**src/verilog/dsi_defs.vh**
```
// register map, field layout and constants of the serial status and timer register group
`ifndef DSI_DEFS_VH
`define DSI_DEFS_VH
`define DSI_OFF_CHANGE 8'h00
`define DSI_OFF_AUX 8'h04
`define DSI_OFF_ISTAT 8'h08
`define DSI_OFF_IMASK 8'h0C
`define DSI_OFF_PREU 8'h10
`define DSI_OFF_PREL 8'h14
`define DSI_OFF_CNTU 8'h18
`define DSI_OFF_CNTL 8'h1C
`define DSI_OFF_SCRATCH 8'h20
`define DSI_OFF_LEVEL 8'h24
`define DSI_OFF_TXA 8'h28
`define DSI_OFF_TXB 8'h2C
`define DSI_OFF_CMDA 8'h30
`define DSI_OFF_CMDB 8'h34
`define DSI_OFF_START 8'h38
`define DSI_OFF_STOP 8'h3C
`define DSI_RST_BYTE 8'h00
`define DSI_RST_CNT 16'h0000
`define DSI_AUX_MODE 6
`define DSI_AUX_SRC_HI 5
`define DSI_AUX_SRC_LO 4
`define DSI_AUX_BAUD 7
`define DSI_IS_TXA 0
`define DSI_IS_RXA 1
`define DSI_IS_BRKA 2
`define DSI_IS_CT 3
`define DSI_IS_TXB 4
`define DSI_IS_RXB 5
`define DSI_IS_BRKB 6
`define DSI_IS_CHG 7
`define DSI_CMD_RST_TX 4'h3
`define DSI_CMD_RST_BRK 4'h5
`define DSI_SRC_IP2 2'h0
`define DSI_SRC_TXA 2'h1
`define DSI_SRC_TXB 2'h2
`define DSI_SRC_XD16 2'h3
`define DSI_TSRC_IP2 2'h0
`define DSI_TSRC_IP2D16 2'h1
`define DSI_TSRC_X 2'h2
`define DSI_TSRC_XD16 2'h3
`define DSI_DIV16_LAST 4'hF
`define DSI_FIFO_DEPTH 8
`define DSI_FIFO_CW 4
`define DSI_FIFO_AW 3
`define DSI_HTRANS_NONSEQ 2'b10
`endif

```
**src/verilog/dsi_regs.v**
```verilog
// status, interrupt, counter/timer and transmit hand-off registers behind an ahb-lite slave
`timescale 1ns/1ps
`include "dsi_defs.vh"

// How it works
// - each channel keeps an 8-deep transmit fifo feeding its shift holding register
// - input_change_status bits 3:0 show present levels of inputs 3..0
// - bits 7:4 latch changes on inputs 3..0 and clear when that register is read
// - auxiliary_control bits 3:0 enable changes into status bit 7, reset disabled
// - auxiliary_control bits 6:4 choose counter or timer mode and its clock source
// - auxiliary_control bit 7 selects baud set 2; change only with channels idle
// - int_n is low when any status bit and its mask bit are both set
// - reading status clears nothing; each source clears its own way; reset clears bits 2, 3, 6 and 7
// - transmit ready is set while empty fifo places reach the trigger level
// - receive ready is set while the receive count reaches the trigger level
// - break change is set by break edges, cleared by command code 5
// - counter/timer ready sets at terminal count or rising timer output; stop clears
// - status bit 7 sets on enabled change and clears on input_change_status read
// - mask gates only int_n, not status readback or the ready outputs
// - the 16-bit preload is built from the upper and lower preload bytes
// - a counter start reloads the preload; preload writes wait for next start
// - count readback shows the live count; software reads it with counter stopped
// - in timer mode readback is zero and stop only clears the ready bit
// - a new preload reaches the timer at a start or after the running half-period ends
// - scratchpad_byte returns what was written and does nothing else
// - input_level shows inputs 6..0 in bits 6..0, bit 7 reads zero
module dsi_regs (
  input wire hclk,
  input wire hresetn,
  input wire ce,
  input wire hsel,
  input wire [7:0] haddr,
  input wire [1:0] htrans,
  input wire hwrite,
  input wire [2:0] hsize,
  input wire [31:0] hwdata,
  input wire hready,
  output wire hreadyout,
  output wire hresp,
  output reg [31:0] hrdata,
  input wire [6:0] mp_in,
  input wire tx1x_clk_a,
  input wire tx1x_clk_b,
  input wire tx_enable_a,
  input wire tx_enable_b,
  input wire [3:0] tx_trig_a,
  input wire [3:0] tx_trig_b,
  input wire tx_done_a,
  input wire tx_done_b,
  output reg [7:0] tx_char_a,
  output reg [7:0] tx_char_b,
  output reg tx_busy_a,
  output reg tx_busy_b,
  input wire [4:0] rx_count_a,
  input wire [4:0] rx_count_b,
  input wire [4:0] rx_trig_a,
  input wire [4:0] rx_trig_b,
  input wire break_edge_a,
  input wire break_edge_b,
  output wire int_n,
  output wire [3:0] ready_out_n,
  output reg ct_out,
  output wire baud_set2
);
  reg [7:0] aux_ff;
  reg [7:0] imask_ff;
  reg [7:0] preu_ff;
  reg [7:0] prel_ff;
  reg [7:0] scratch_ff;
  reg [3:0] chg_ff;
  reg ischg_ff;
  reg [1:0] brk_ff;
  reg isct_ff;
  reg [15:0] cnt_ff;
  reg run_ff;
  reg [6:0] sync1_ff;
  reg [6:0] sync2_ff;
  reg [3:0] prev_ff;
  reg ip2_prev_ff;
  reg txa_prev_ff;
  reg txb_prev_ff;
  reg [3:0] pre16_ff;
  reg [3:0] ip2div_ff;
  reg dph_ff;
  reg dwr_ff;
  reg [7:0] daddr_ff;
  reg rwait_ff;
  wire [7:0] istat;
  wire [3:0] chg_now;
  wire wr_go;
  wire rd_go;
  wire [7:0] wbyte;
  wire timer_mode;
  wire [1:0] src;
  wire [15:0] preload;
  wire ip2_rise;
  wire ip2d16_tick;
  wire x16_tick;
  wire [1:0] tx_ready;
  wire [1:0] wr_tx;
  wire [1:0] rst_tx;
  wire [1:0] take;
  wire [1:0] tx_en;
  wire [1:0] tx_done;
  wire [1:0] busy;
  wire [7:0] head [0:1];
  wire [3:0] trig [0:1];
  reg ct_tick;
  reg [31:0] rd_mux;
  reg [15:0] nxt_cnt;
  reg nxt_run;
  reg nxt_ct_out;
  reg nxt_isct;

  // bus: writes finish without wait, reads take one wait state so data comes from a flop
  assign hresp = 1'b0;
  assign hreadyout = ce & ~rwait_ff;
  assign wr_go = dph_ff & dwr_ff & ce;
  assign rd_go = rwait_ff & ce;
  assign wbyte = hwdata[7:0];

  always @(posedge hclk or negedge hresetn) begin
    if (!hresetn) begin
      dph_ff <= 1'b0;
      dwr_ff <= 1'b0;
      daddr_ff <= `DSI_RST_BYTE;
      rwait_ff <= 1'b0;
    end else if (ce) begin
      if (hready) begin
        dph_ff <= hsel & (htrans == `DSI_HTRANS_NONSEQ);
        dwr_ff <= hwrite;
        daddr_ff <= haddr;
        rwait_ff <= hsel & (htrans == `DSI_HTRANS_NONSEQ) & ~hwrite;
      end else begin
        rwait_ff <= 1'b0;
      end
    end
  end

  // only the second stage feeds level and edge logic
  always @(posedge hclk or negedge hresetn) begin
    if (!hresetn) begin
      sync1_ff <= 7'h00;
      sync2_ff <= 7'h00;
      prev_ff <= 4'h0;
      ip2_prev_ff <= 1'b0;
      txa_prev_ff <= 1'b0;
      txb_prev_ff <= 1'b0;
    end else if (ce) begin
      sync1_ff <= mp_in;
      sync2_ff <= sync1_ff;
      prev_ff <= sync2_ff[3:0];
      ip2_prev_ff <= sync2_ff[2];
      txa_prev_ff <= tx1x_clk_a;
      txb_prev_ff <= tx1x_clk_b;
    end
  end
  assign chg_now = sync2_ff[3:0] ^ prev_ff;
  // a change landing in the read cycle survives the clear
  always @(posedge hclk or negedge hresetn) begin
    if (!hresetn) begin
      chg_ff <= 4'h0;
      ischg_ff <= 1'b0;
    end else if (ce) begin
      if (rd_go && daddr_ff == `DSI_OFF_CHANGE) begin
        chg_ff <= chg_now;
        ischg_ff <= |(chg_now & aux_ff[3:0]);
      end else begin
        chg_ff <= chg_ff | chg_now;
        ischg_ff <= ischg_ff | (|(chg_now & aux_ff[3:0]));
      end
    end
  end

  always @(posedge hclk or negedge hresetn) begin
    if (!hresetn) begin
      aux_ff <= `DSI_RST_BYTE;
      imask_ff <= `DSI_RST_BYTE;
      preu_ff <= `DSI_RST_BYTE;
      prel_ff <= `DSI_RST_BYTE;
      scratch_ff <= `DSI_RST_BYTE;
    end else if (wr_go) begin
      case (daddr_ff)
        `DSI_OFF_AUX: aux_ff <= wbyte;
        `DSI_OFF_IMASK: imask_ff <= wbyte;
        `DSI_OFF_PREU: preu_ff <= wbyte;
        `DSI_OFF_PREL: prel_ff <= wbyte;
        `DSI_OFF_SCRATCH: scratch_ff <= wbyte;
        default: aux_ff <= aux_ff;
      endcase
    end
  end

  assign baud_set2 = aux_ff[`DSI_AUX_BAUD];
  assign preload = {preu_ff, prel_ff};
  assign wr_tx[0] = wr_go & (daddr_ff == `DSI_OFF_TXA);
  assign wr_tx[1] = wr_go & (daddr_ff == `DSI_OFF_TXB);
  assign rst_tx[0] = wr_go & (daddr_ff == `DSI_OFF_CMDA) & (wbyte[7:4] == `DSI_CMD_RST_TX);
  assign rst_tx[1] = wr_go & (daddr_ff == `DSI_OFF_CMDB) & (wbyte[7:4] == `DSI_CMD_RST_TX);
  assign tx_en = {tx_enable_b, tx_enable_a};
  assign tx_done = {tx_done_b, tx_done_a};
  assign busy = {tx_busy_b, tx_busy_a};
  assign trig[0] = tx_trig_a;
  assign trig[1] = tx_trig_b;

  // a write to a full fifo is dropped; the reset-transmitter command flushes it
  genvar ch;
  generate
    for (ch = 0; ch < 2; ch = ch + 1) begin : g_tx
      reg [7:0] mem_ff [0:`DSI_FIFO_DEPTH-1];
      reg [`DSI_FIFO_AW-1:0] wp_ff;
      reg [`DSI_FIFO_AW-1:0] rp_ff;
      reg [`DSI_FIFO_CW-1:0] cnt_ff;
      wire full;
      wire push;
      assign full = (cnt_ff == `DSI_FIFO_DEPTH);
      assign push = wr_tx[ch] & ~full;
      assign take[ch] = tx_en[ch] & (~busy[ch] | tx_done[ch]) & (cnt_ff != 0) & ~rst_tx[ch];
      assign tx_ready[ch] = (`DSI_FIFO_DEPTH - cnt_ff >= trig[ch]);
      assign head[ch] = mem_ff[rp_ff];
      always @(posedge hclk) begin
        if (ce && push) begin
          mem_ff[wp_ff] <= wbyte;
        end
      end
      always @(posedge hclk or negedge hresetn) begin
        if (!hresetn) begin
          wp_ff <= {`DSI_FIFO_AW{1'b0}};
          rp_ff <= {`DSI_FIFO_AW{1'b0}};
          cnt_ff <= {`DSI_FIFO_CW{1'b0}};
        end else if (ce) begin
          if (rst_tx[ch]) begin
            wp_ff <= {`DSI_FIFO_AW{1'b0}};
            rp_ff <= {`DSI_FIFO_AW{1'b0}};
            cnt_ff <= {`DSI_FIFO_CW{1'b0}};
          end else begin
            if (push) begin
              wp_ff <= wp_ff + 1'b1;
            end
            if (take[ch]) begin
              rp_ff <= rp_ff + 1'b1;
            end
            cnt_ff <= cnt_ff + {3'b000, push} - {3'b000, take[ch]};
          end
        end
      end
    end
  endgenerate

  always @(posedge hclk or negedge hresetn) begin
    if (!hresetn) begin
      tx_char_a <= `DSI_RST_BYTE;
      tx_char_b <= `DSI_RST_BYTE;
      tx_busy_a <= 1'b0;
      tx_busy_b <= 1'b0;
    end else if (ce) begin
      if (take[0]) begin
        tx_char_a <= head[0];
      end
      if (take[1]) begin
        tx_char_b <= head[1];
      end
      tx_busy_a <= take[0] | (tx_busy_a & ~tx_done_a & ~rst_tx[0]);
      tx_busy_b <= take[1] | (tx_busy_b & ~tx_done_b & ~rst_tx[1]);
    end
  end

  // break-change flags: a break edge in the clear cycle wins
  always @(posedge hclk or negedge hresetn) begin
    if (!hresetn) begin
      brk_ff <= 2'b00;
    end else if (ce) begin
      brk_ff[0] <= break_edge_a | (brk_ff[0] & ~(wr_go & daddr_ff == `DSI_OFF_CMDA
        & wbyte[7:4] == `DSI_CMD_RST_BRK));
      brk_ff[1] <= break_edge_b | (brk_ff[1] & ~(wr_go & daddr_ff == `DSI_OFF_CMDB
        & wbyte[7:4] == `DSI_CMD_RST_BRK));
    end
  end
  // counter/timer clock sources
  assign timer_mode = aux_ff[`DSI_AUX_MODE];
  assign src = aux_ff[`DSI_AUX_SRC_HI:`DSI_AUX_SRC_LO];
  assign ip2_rise = sync2_ff[2] & ~ip2_prev_ff;
  assign x16_tick = (pre16_ff == `DSI_DIV16_LAST);
  assign ip2d16_tick = ip2_rise & (ip2div_ff == `DSI_DIV16_LAST);
  always @(posedge hclk or negedge hresetn) begin
    if (!hresetn) begin
      pre16_ff <= 4'h0;
      ip2div_ff <= 4'h0;
    end else if (ce) begin
      pre16_ff <= pre16_ff + 1'b1;
      if (ip2_rise) begin
        ip2div_ff <= ip2div_ff + 1'b1;
      end
    end
  end
  always @* begin
    ct_tick = 1'b0;
    case ({timer_mode, src})
      {1'b0, `DSI_SRC_IP2}: ct_tick = ip2_rise;
      {1'b0, `DSI_SRC_TXA}: ct_tick = tx1x_clk_a & ~txa_prev_ff;
      {1'b0, `DSI_SRC_TXB}: ct_tick = tx1x_clk_b & ~txb_prev_ff;
      {1'b0, `DSI_SRC_XD16}: ct_tick = x16_tick;
      {1'b1, `DSI_TSRC_IP2}: ct_tick = ip2_rise;
      {1'b1, `DSI_TSRC_IP2D16}: ct_tick = ip2d16_tick;
      {1'b1, `DSI_TSRC_X}: ct_tick = 1'b1;
      {1'b1, `DSI_TSRC_XD16}: ct_tick = x16_tick;
      default: ct_tick = 1'b0;
    endcase
  end
  // mode field is not guarded: changing it mid-run is left to software
  always @* begin
    nxt_cnt = cnt_ff;
    nxt_run = run_ff;
    nxt_ct_out = ct_out;
    nxt_isct = isct_ff;
    if (rd_go && daddr_ff == `DSI_OFF_STOP) begin
      nxt_isct = 1'b0;
      if (!timer_mode) begin
        nxt_run = 1'b0;
        nxt_ct_out = 1'b1;
      end
    end
    if (rd_go && daddr_ff == `DSI_OFF_START) begin
      nxt_cnt = preload;
      nxt_run = 1'b1;
      nxt_ct_out = 1'b1;
    end else if (run_ff && ct_tick) begin
      if (!timer_mode) begin
        nxt_cnt = cnt_ff - 1'b1;
        if (cnt_ff == 16'h0001) begin
          nxt_isct = 1'b1;
          nxt_ct_out = 1'b0;
        end
      end else if (cnt_ff <= 16'h0001) begin
        nxt_cnt = preload;
        nxt_ct_out = ~ct_out;
        if (!ct_out) begin
          nxt_isct = 1'b1;
        end
      end else begin
        nxt_cnt = cnt_ff - 1'b1;
      end
    end
  end

  always @(posedge hclk or negedge hresetn) begin
    if (!hresetn) begin
      cnt_ff <= `DSI_RST_CNT;
      run_ff <= 1'b0;
      ct_out <= 1'b1;
      isct_ff <= 1'b0;
    end else if (ce) begin
      cnt_ff <= nxt_cnt;
      run_ff <= nxt_run;
      ct_out <= nxt_ct_out;
      isct_ff <= nxt_isct;
    end
  end
  // status is raw; masking happens only at int_n
  assign istat[`DSI_IS_TXA] = tx_ready[0];
  assign istat[`DSI_IS_RXA] = (rx_count_a >= rx_trig_a);
  assign istat[`DSI_IS_BRKA] = brk_ff[0];
  assign istat[`DSI_IS_CT] = isct_ff;
  assign istat[`DSI_IS_TXB] = tx_ready[1];
  assign istat[`DSI_IS_RXB] = (rx_count_b >= rx_trig_b);
  assign istat[`DSI_IS_BRKB] = brk_ff[1];
  assign istat[`DSI_IS_CHG] = ischg_ff;
  assign int_n = ~(|(istat & imask_ff));
  assign ready_out_n = ~{istat[`DSI_IS_TXB], istat[`DSI_IS_TXA], istat[`DSI_IS_RXB],
    istat[`DSI_IS_RXA]};

  always @* begin
    rd_mux = 32'h0000_0000;
    case (daddr_ff)
      `DSI_OFF_CHANGE: rd_mux[7:0] = {chg_ff, sync2_ff[3:0]};
      `DSI_OFF_AUX: rd_mux[7:0] = aux_ff;
      `DSI_OFF_ISTAT: rd_mux[7:0] = istat;
      `DSI_OFF_IMASK: rd_mux[7:0] = imask_ff;
      `DSI_OFF_PREU: rd_mux[7:0] = preu_ff;
      `DSI_OFF_PREL: rd_mux[7:0] = prel_ff;
      `DSI_OFF_CNTU: rd_mux[7:0] = timer_mode ? `DSI_RST_BYTE : cnt_ff[15:8];
      `DSI_OFF_CNTL: rd_mux[7:0] = timer_mode ? `DSI_RST_BYTE : cnt_ff[7:0];
      `DSI_OFF_SCRATCH: rd_mux[7:0] = scratch_ff;
      `DSI_OFF_LEVEL: rd_mux[7:0] = {1'b0, sync2_ff};
      default: rd_mux = 32'h0000_0000;
    endcase
  end

  always @(posedge hclk or negedge hresetn) begin
    if (!hresetn) begin
      hrdata <= 32'h0000_0000;
    end else if (rd_go) begin
      hrdata <= rd_mux;
    end
  end
endmodule // dsi_regs

```
**config.mk**
```make
export PLATFORM = sky130hd
export DESIGN_NAME = dsi_regs
export DESIGN_NICKNAME = d
export VERILOG_FILES = /design/src/verilog/dsi_regs.v
export VERILOG_INCLUDE_DIRS = /design/src /design/src/verilog
export SDC_FILE = /design/constraint.sdc
export NUM_CORES = 1
export LEC_CHECK = 0
export BUFFER_PORTS_ARGS = -buffer_cell sky130_fd_sc_hd__buf_2
export CAP_MARGIN = 30
export CORE_MARGIN = 2
export CORE_UTILIZATION = 53
export CTS_CLUSTER_DIAMETER = 100
export CTS_CLUSTER_SIZE = 40
export DETAILED_ROUTE_END_ITERATION = 12
export PLACE_DENSITY = 0.76
export SLEW_MARGIN = 20
export SYNTH_ARGS = -nofsm -noshare
export SYNTH_HDL_FRONTEND = slang
export SYNTH_SLANG_ARGS = --single-unit
```
**constraint.sdc**
```tcl
create_clock -name hclk -period 2.6 [get_ports hclk]
set_input_delay 0.52 -clock hclk [delete_from_list [all_inputs] [get_ports hclk]]
set_output_delay 0.52 -clock hclk [all_outputs]
set_load 0.02 [all_outputs]
```
; Word-level counts from Yosys, hierarchy flattened
; Memories as Yosys holds them, arrays and structs flattened. A register that Yosys moved wholly into a read port is not among the register bits.
; Cells that the tools add are included.
[classes]
addsub = 13
n_bitwise = 61
reduce_logical = 37
n_shift = 0
eq_ne = 31
mux = 42
n_lt_le_gt_ge = 5
div = 0
multipliers = 0
[ops]
columns = cell, count
row1 = $pmux W8 S10, 1
row2 = $eq A8 B6 Y1 const B, 8
row3 = $ge A32 B4 Y1, 2
row4 = $mux W16, 4
row5 = $and A1 B1 Y1, 32
row6 = $eq A8 B5 Y1 const B, 4
row7 = $reduce_and A2 Y1, 14
row8 = $mux W3, 8
row9 = $mux W1, 23
row10 = $not A1 Y1, 17
row11 = $eq A16 B1 Y1 const B, 1
row12 = $eq A4 B4 Y1 const B, 4
row13 = $eq A8 B4 Y1 const B, 2
row14 = $le A16 B1 Y1 const B, 1
row15 = $mux W8, 2
row16 = $sub A16 B1 Y16 const B, 1
row17 = $add A3 B1 Y3 const B, 4
row18 = $eq A3 B3 Y1 const B, 4
row19 = $mux W4, 3
row20 = $reduce_bool A2 Y1, 6
row21 = $ge A5 B5 Y1, 2
row22 = $sub A4 B4 Y5 const A, 2
row23 = $add A4 B1 Y4, 2
row24 = $add A4 B1 Y4 const B, 2
row25 = 24 further kinds, 40
[word_totals]
out_inout_bits = 59
mem_count = 2
input_bits = 94
regBits = 136
wordCells = 224
ramBits = 128
latchBits = 0
rom_bits = 0
[mem_list]
columns = memory, words, word_bits, rd, rd_clocked_by_memory_dff, write_ports, line_no
row1 = g_tx[0].mem_ff, 8, 8, 1, 1, 1, dsi_regs.v:210  ; reg [7:0] mem_ff [0:`DSI_FIFO_DEPTH-1];
row2 = g_tx[1].mem_ff, 8, 8, 1, 1, 1, dsi_regs.v:210

; Logic depth before layout (Yosys ltp)
[logic_depth]
ltp_word = 8
depth_mapped = 15
depth_no_buf = 14

; Least setup slack after synthesis
; OpenSTA, ideal clock, no wires.
[synth_path]
path_kind = register to output
startpoint = register g_tx[1].cnt_ff[1]
endpoint = output int_n
required_ns = 2.080
arrival_time_ns = 2.486
stages_incl_launch_ff = 9
n_path_buf = 0
path_slack_ns = -0.406
cell_sequence = dfrtp_1 inv_1 ha_1 ha_1 a21o_1 a21o_1 a221o_1 a221o_1 a221oi_1
[synth_via]
elab_chain_cells = 5
[synth_rtl]
columns = item, line_no
row1 = from (decl), dsi_regs.v:213  ; reg [`DSI_FIFO_CW-1:0] cnt_ff;
row2 = from (signal assigned), dsi_regs.v:230  ; cnt_ff <= {`DSI_FIFO_CW{1'b0}};
row3 = from (signal assigned), dsi_regs.v:235  ; cnt_ff <= {`DSI_FIFO_CW{1'b0}};
row4 = from (signal assigned), dsi_regs.v:243  ; cnt_ff <= cnt_ff + {3'b000, push} - {3'b000, take[ch]};
row5 = $sub A4 B4 Y5 (no source line), -
row6 = $ge A32 B4 Y1 (no source line), -
row7 = $and A8 B8 Y8, dsi_regs.v:368  ; assign int_n = ~(|(istat & imask_ff));
row8 = $reduce_or A8 Y1, dsi_regs.v:368
row9 = $not A1 Y1, dsi_regs.v:368
row10 = to (decl), dsi_regs.v:60  ; output wire int_n,
; No other way between the ends.

; Worst setup path in the final report
[layout_path]
startpoint = register g_tx[1].cnt_ff[2]
endpoint = output int_n
; Same word-level chain as after synthesis.

==> impl_results.md <==
- Yosys top cell area share: 0.291
- Net Switching: 4.19 mW
- CP peak stage delay: between 0.3 and 0.4 ns
- Critical path capture point type: primary output
- Cells after Synth: about 1,000
- Initial antenna violation count: 1
- Row count: 57
- Input/output buffers: 100
- Gr usage total: 0.239
- Measured slew at the worst slew-check pin: roughly 0.8 ns
- Post-Synth Adder-Cell Area: 0.0438
- Vias in the first global route: roughly 8,800
- Hold Crit Endpoint: rwait_ff$_DFFE_PN0P_
- Status: complete, but fails checks
- Max_cap viols: 0
- Final routed DRC violation total: 0
- Max Freq: approximately 290 MHz
- Final TNS setup: -1.55 ns
- Slew Limit Fails: 0
- Grt ovf: 0
- Final Cycle Share: 1.34
- Clock power share: 0.172
- CORE AREA: between 20,000 and 25,000 sq um
- Switching Share: 0.338
- Die Y: ~160 microns
- Wire length per cell: roughly 20 microns
- Syn avg cell area: between 10 and 15 sq um
- Cell mode on critical path: a221o_1
- Worst R2R Path Depth: 10
- DR iter-0 viols: 601
- P_int: 8.21 mW
- Clk slew on worst S/H paths: 0.14 ns
- Post-synthesis sequential area ratio: 0.577
- Peak supply drop: around 0.62 mV
- Nets@finish: around 1,300
- Top Ports: around 150
- Tightest Hold Check Type: in2reg
- Initial Util: 0.541
- Clock sink total: ~280
- Clock Path Buffers: 3
- Clock latency on the worst-skew pair: about 0.5 ns
- Hold_sp: hwrite
- CTS root buffer: clkbuf_16
- Remaining antenna violation count after routing: 0
- Worst path arrival time: 2.96 ns
- Final wirelength: ~31 mm
- R2R Path End: g_tx[0].cnt_ff[1]$_DFFE_PN0P_
- Most common library cells after synthesis: dfrtp_1 (150), edfxtp_1 (128), nand2_1 (76)
- Most frequent cell after synthesis: dfrtp_1
- Drt pass-1 iters: 5
- Hold Vio Cnt, Final: 0
- RSZ-0062 raised after global routing: yes
- Post-synthesis mux area share: 0.142
- Netlist Area Pre-Place: between 10,000 and 15,000 sq um
- Power Density: 810 nW/um^2
- CP Cell Sequence: inv_1 > ha_2 > nor2b_2 > xnor2_1 > ha_1 > a221o_1 > a221o_1 > a221oi_4 > buf_6
- DIE WIDTH: between 150 and 200 microns
- Flop pwr share: 0.463
- Yosys reg bits: around 280
- Area growth syn-to-layout: 15.9%
- Final HPWL DP: between 20 and 25 mm
- Complex-gate fraction of the synthesized area: 0.0872
- Simple-gate share of the synthesized area: 0.0907
- Htree depth: 1
- DR vias/cell: ~5.8
- Predominant post-synthesis flop cell: dfrtp_1
- Cell count of the worst hold path: 2
- Setup violations, final: 3
- Layout cells sized above 1: 0.323
- Synth warn: 0
- Pleak: around 6.4 nW
- R2R Setup Slk: ~0.010 ns
- Final setup margin: -0.883 ns
- Place WS: -0.402 ns
- CTS tree: yes
- CP max stage cell: dfrtp_1
- Vias: 8,836
- Number of distinct library cells after synthesis: 67
- Pin count of the biggest net entering global routing: between 50 and 60
- Post-synth EDFFs: around 130
- Number of buffers created by CTS: 11
- Min Tclk post-route: ~3.5 ns
- Worst setup SP type: flop
- Worst R2R Start: daddr_ff[7]$_DFFE_PN0P_
- Clk_skew: roughly 0.027 ns
- Dominant cells by area after synthesis: edfxtp_1 (29%), dfrtp_1 (28%), mux2_2 (6.3%)
- Max_slew headroom: 0.468
- CP Max Fanout: 2
- RD Place Congestion: around 0.94
- FFs w/ async S/R, synth: 0.541
- Combinational power share: 0.365
- Failing checks: negative setup slack
- Crit path required time: between 2 and 2.5 ns
- Xor/xnor share of the synthesized area: 0.0153
- WS Path Type: reg2out
- First-pass GRT wire length: about 49 mm
- Die area: around 26,000 sq um
- Largest family of logic cells by synthesized area: multiplexers
- Largest area contributor in the netlist: edfxtp_1
[state kept, by name, indices dropped and copies added (netlist names), 7 cells and up]
name,cells
aux_ff,8
cnt_ff,16
daddr_ff,8
g_tx.cnt_ff,8
g_tx.mem_ff,128
hrdata,8
imask_ff,8
prel_ff,8
preu_ff,8
scratch_ff,8
sync1_ff,7
sync2_ff,7
tx_char_a,8
tx_char_b,8
[layout by cell type (no fill, tap or decap), types with 12 or more instances in the layout]
| master | synthesis | routed |
|---|---|---|
| a21oi_1 | 35 | 33 |
| a22o_1 | 14 | 14 |
| a22oi_1 | 13 | 13 |
| buf_2 | 11 | 96 |
| buf_4 | 29 | 101 |
| clkbuf_16 | 0 | 12 |
| conb_1 | 1 | 25 |
| dfrtp_1 | 150 | 147 |
| edfxtp_1 | 128 | 128 |
| ha_1 | 43 | 33 |
| inv_1 | 46 | 35 |
| mux2_2 | 74 | 74 |
| mux2i_1 | 32 | 32 |
| mux4_2 | 32 | 32 |
| nand2_1 | 76 | 76 |
| nand2b_1 | 14 | 14 |
| nand3_1 | 14 | 13 |
| nor2_1 | 52 | 51 |
| nor3_1 | 18 | 17 |
| o21ai_0 | 70 | 62 |
| xor2_1 | 14 | 14 |
[worst max path at each step]
stage,from,to,slack [ns],cells after the start
floorplan,g_tx[1].cnt_ff[1]$_DFFE_PN0P_,int_n,-0.10,8
global placement,tx_trig_b[0],int_n,-0.35,9
detailed placement,tx_trig_b[0],int_n,-0.40,9
CTS,g_tx[1].cnt_ff[1]$_DFFE_PN0P_,int_n,-0.77,9
global route,g_tx[1].cnt_ff[1]$_DFFE_PN0P_,int_n,-0.93,9
finish,g_tx[1].cnt_ff[2]$_DFFE_PN0P_,int_n,-0.88,9
[logic make-up after synthesis]
family,Yosys count
simple gates,236
compound gates,183
other cells,1
xor+xnor,23
mux,138
fa+ha+maj,45
buf+inv,119
flops,279
[worst max-delay path, delay by kind of cell (launching register included)]
kind	cells	cell delay, ns
flip-flops	1	0.39
adder cells (fa/ha/maj)	2	0.47
AO/OA/AOI/OAI	3	0.95
AND/OR/NAND/NOR	1	0.15
XOR/XNOR	1	0.25
buffers and inverters	2	0.23
[power by group through the flow]
stage	Clock, mW	Sequential [mW]	Combinational, mW
floorplan	0	5.70	2.73
global route	2.33	5.83	4.96
finish	2.13	5.75	4.52
global placement	0	5.81	3.86
detailed placement	0	5.84	3.98
CTS	2.19	5.74	4.29
[stage by stage]
step | total power, mW | area [sq um] | hold slack [ns] | std cells | utilization
2_1_floorplan | 8.43 | 13400 | 0.224 | 1048 | -
3_3_place_gp | 9.66 | 14700 | 0.452 | 1493 | 0.601
3_5_place_dp | 9.82 | 14700 | 0.459 | 1493 | 0.601
4_1_cts | 12.2 | 15200 | 0.219 | 1517 | 0.621
5_1_grt | 13.1 | 15300 | 0.221 | 1525 | 0.628
6_report | 12.4 | 15300 | 0.228 | 1525 | 0.628
[cell type report]
cell class	count	area, sq um
multi-input combinational	650	5380
clock buffer	14	287
clock inverter	3	31.3
inverter	46	175
timing repair buffer	208	1400
sequential	279	7630
fill	1876	9080
antenna	1	2.50
tap	324	405
[layer usage]
metal  wire length, microns  global-route usage  vias to the layer above
met5                      0                   0                        -
met4                   1100              0.0724                        0
met3                   1290              0.0232                       52
met2                  15100               0.401                      272
met1                  13500               0.335                     4443
li1                       -                   -                     4069
[timing repair]
action	in CTS	in global routing
hold endpoints to repair	32	0
gates resized for setup	39	21
pin swaps	16	23
cloned	0	1
setup buffers	7	7
hold buffers	1	0
setup endpoints to repair	8	18
No activity file was read; power rests on OpenSTA's default activity.
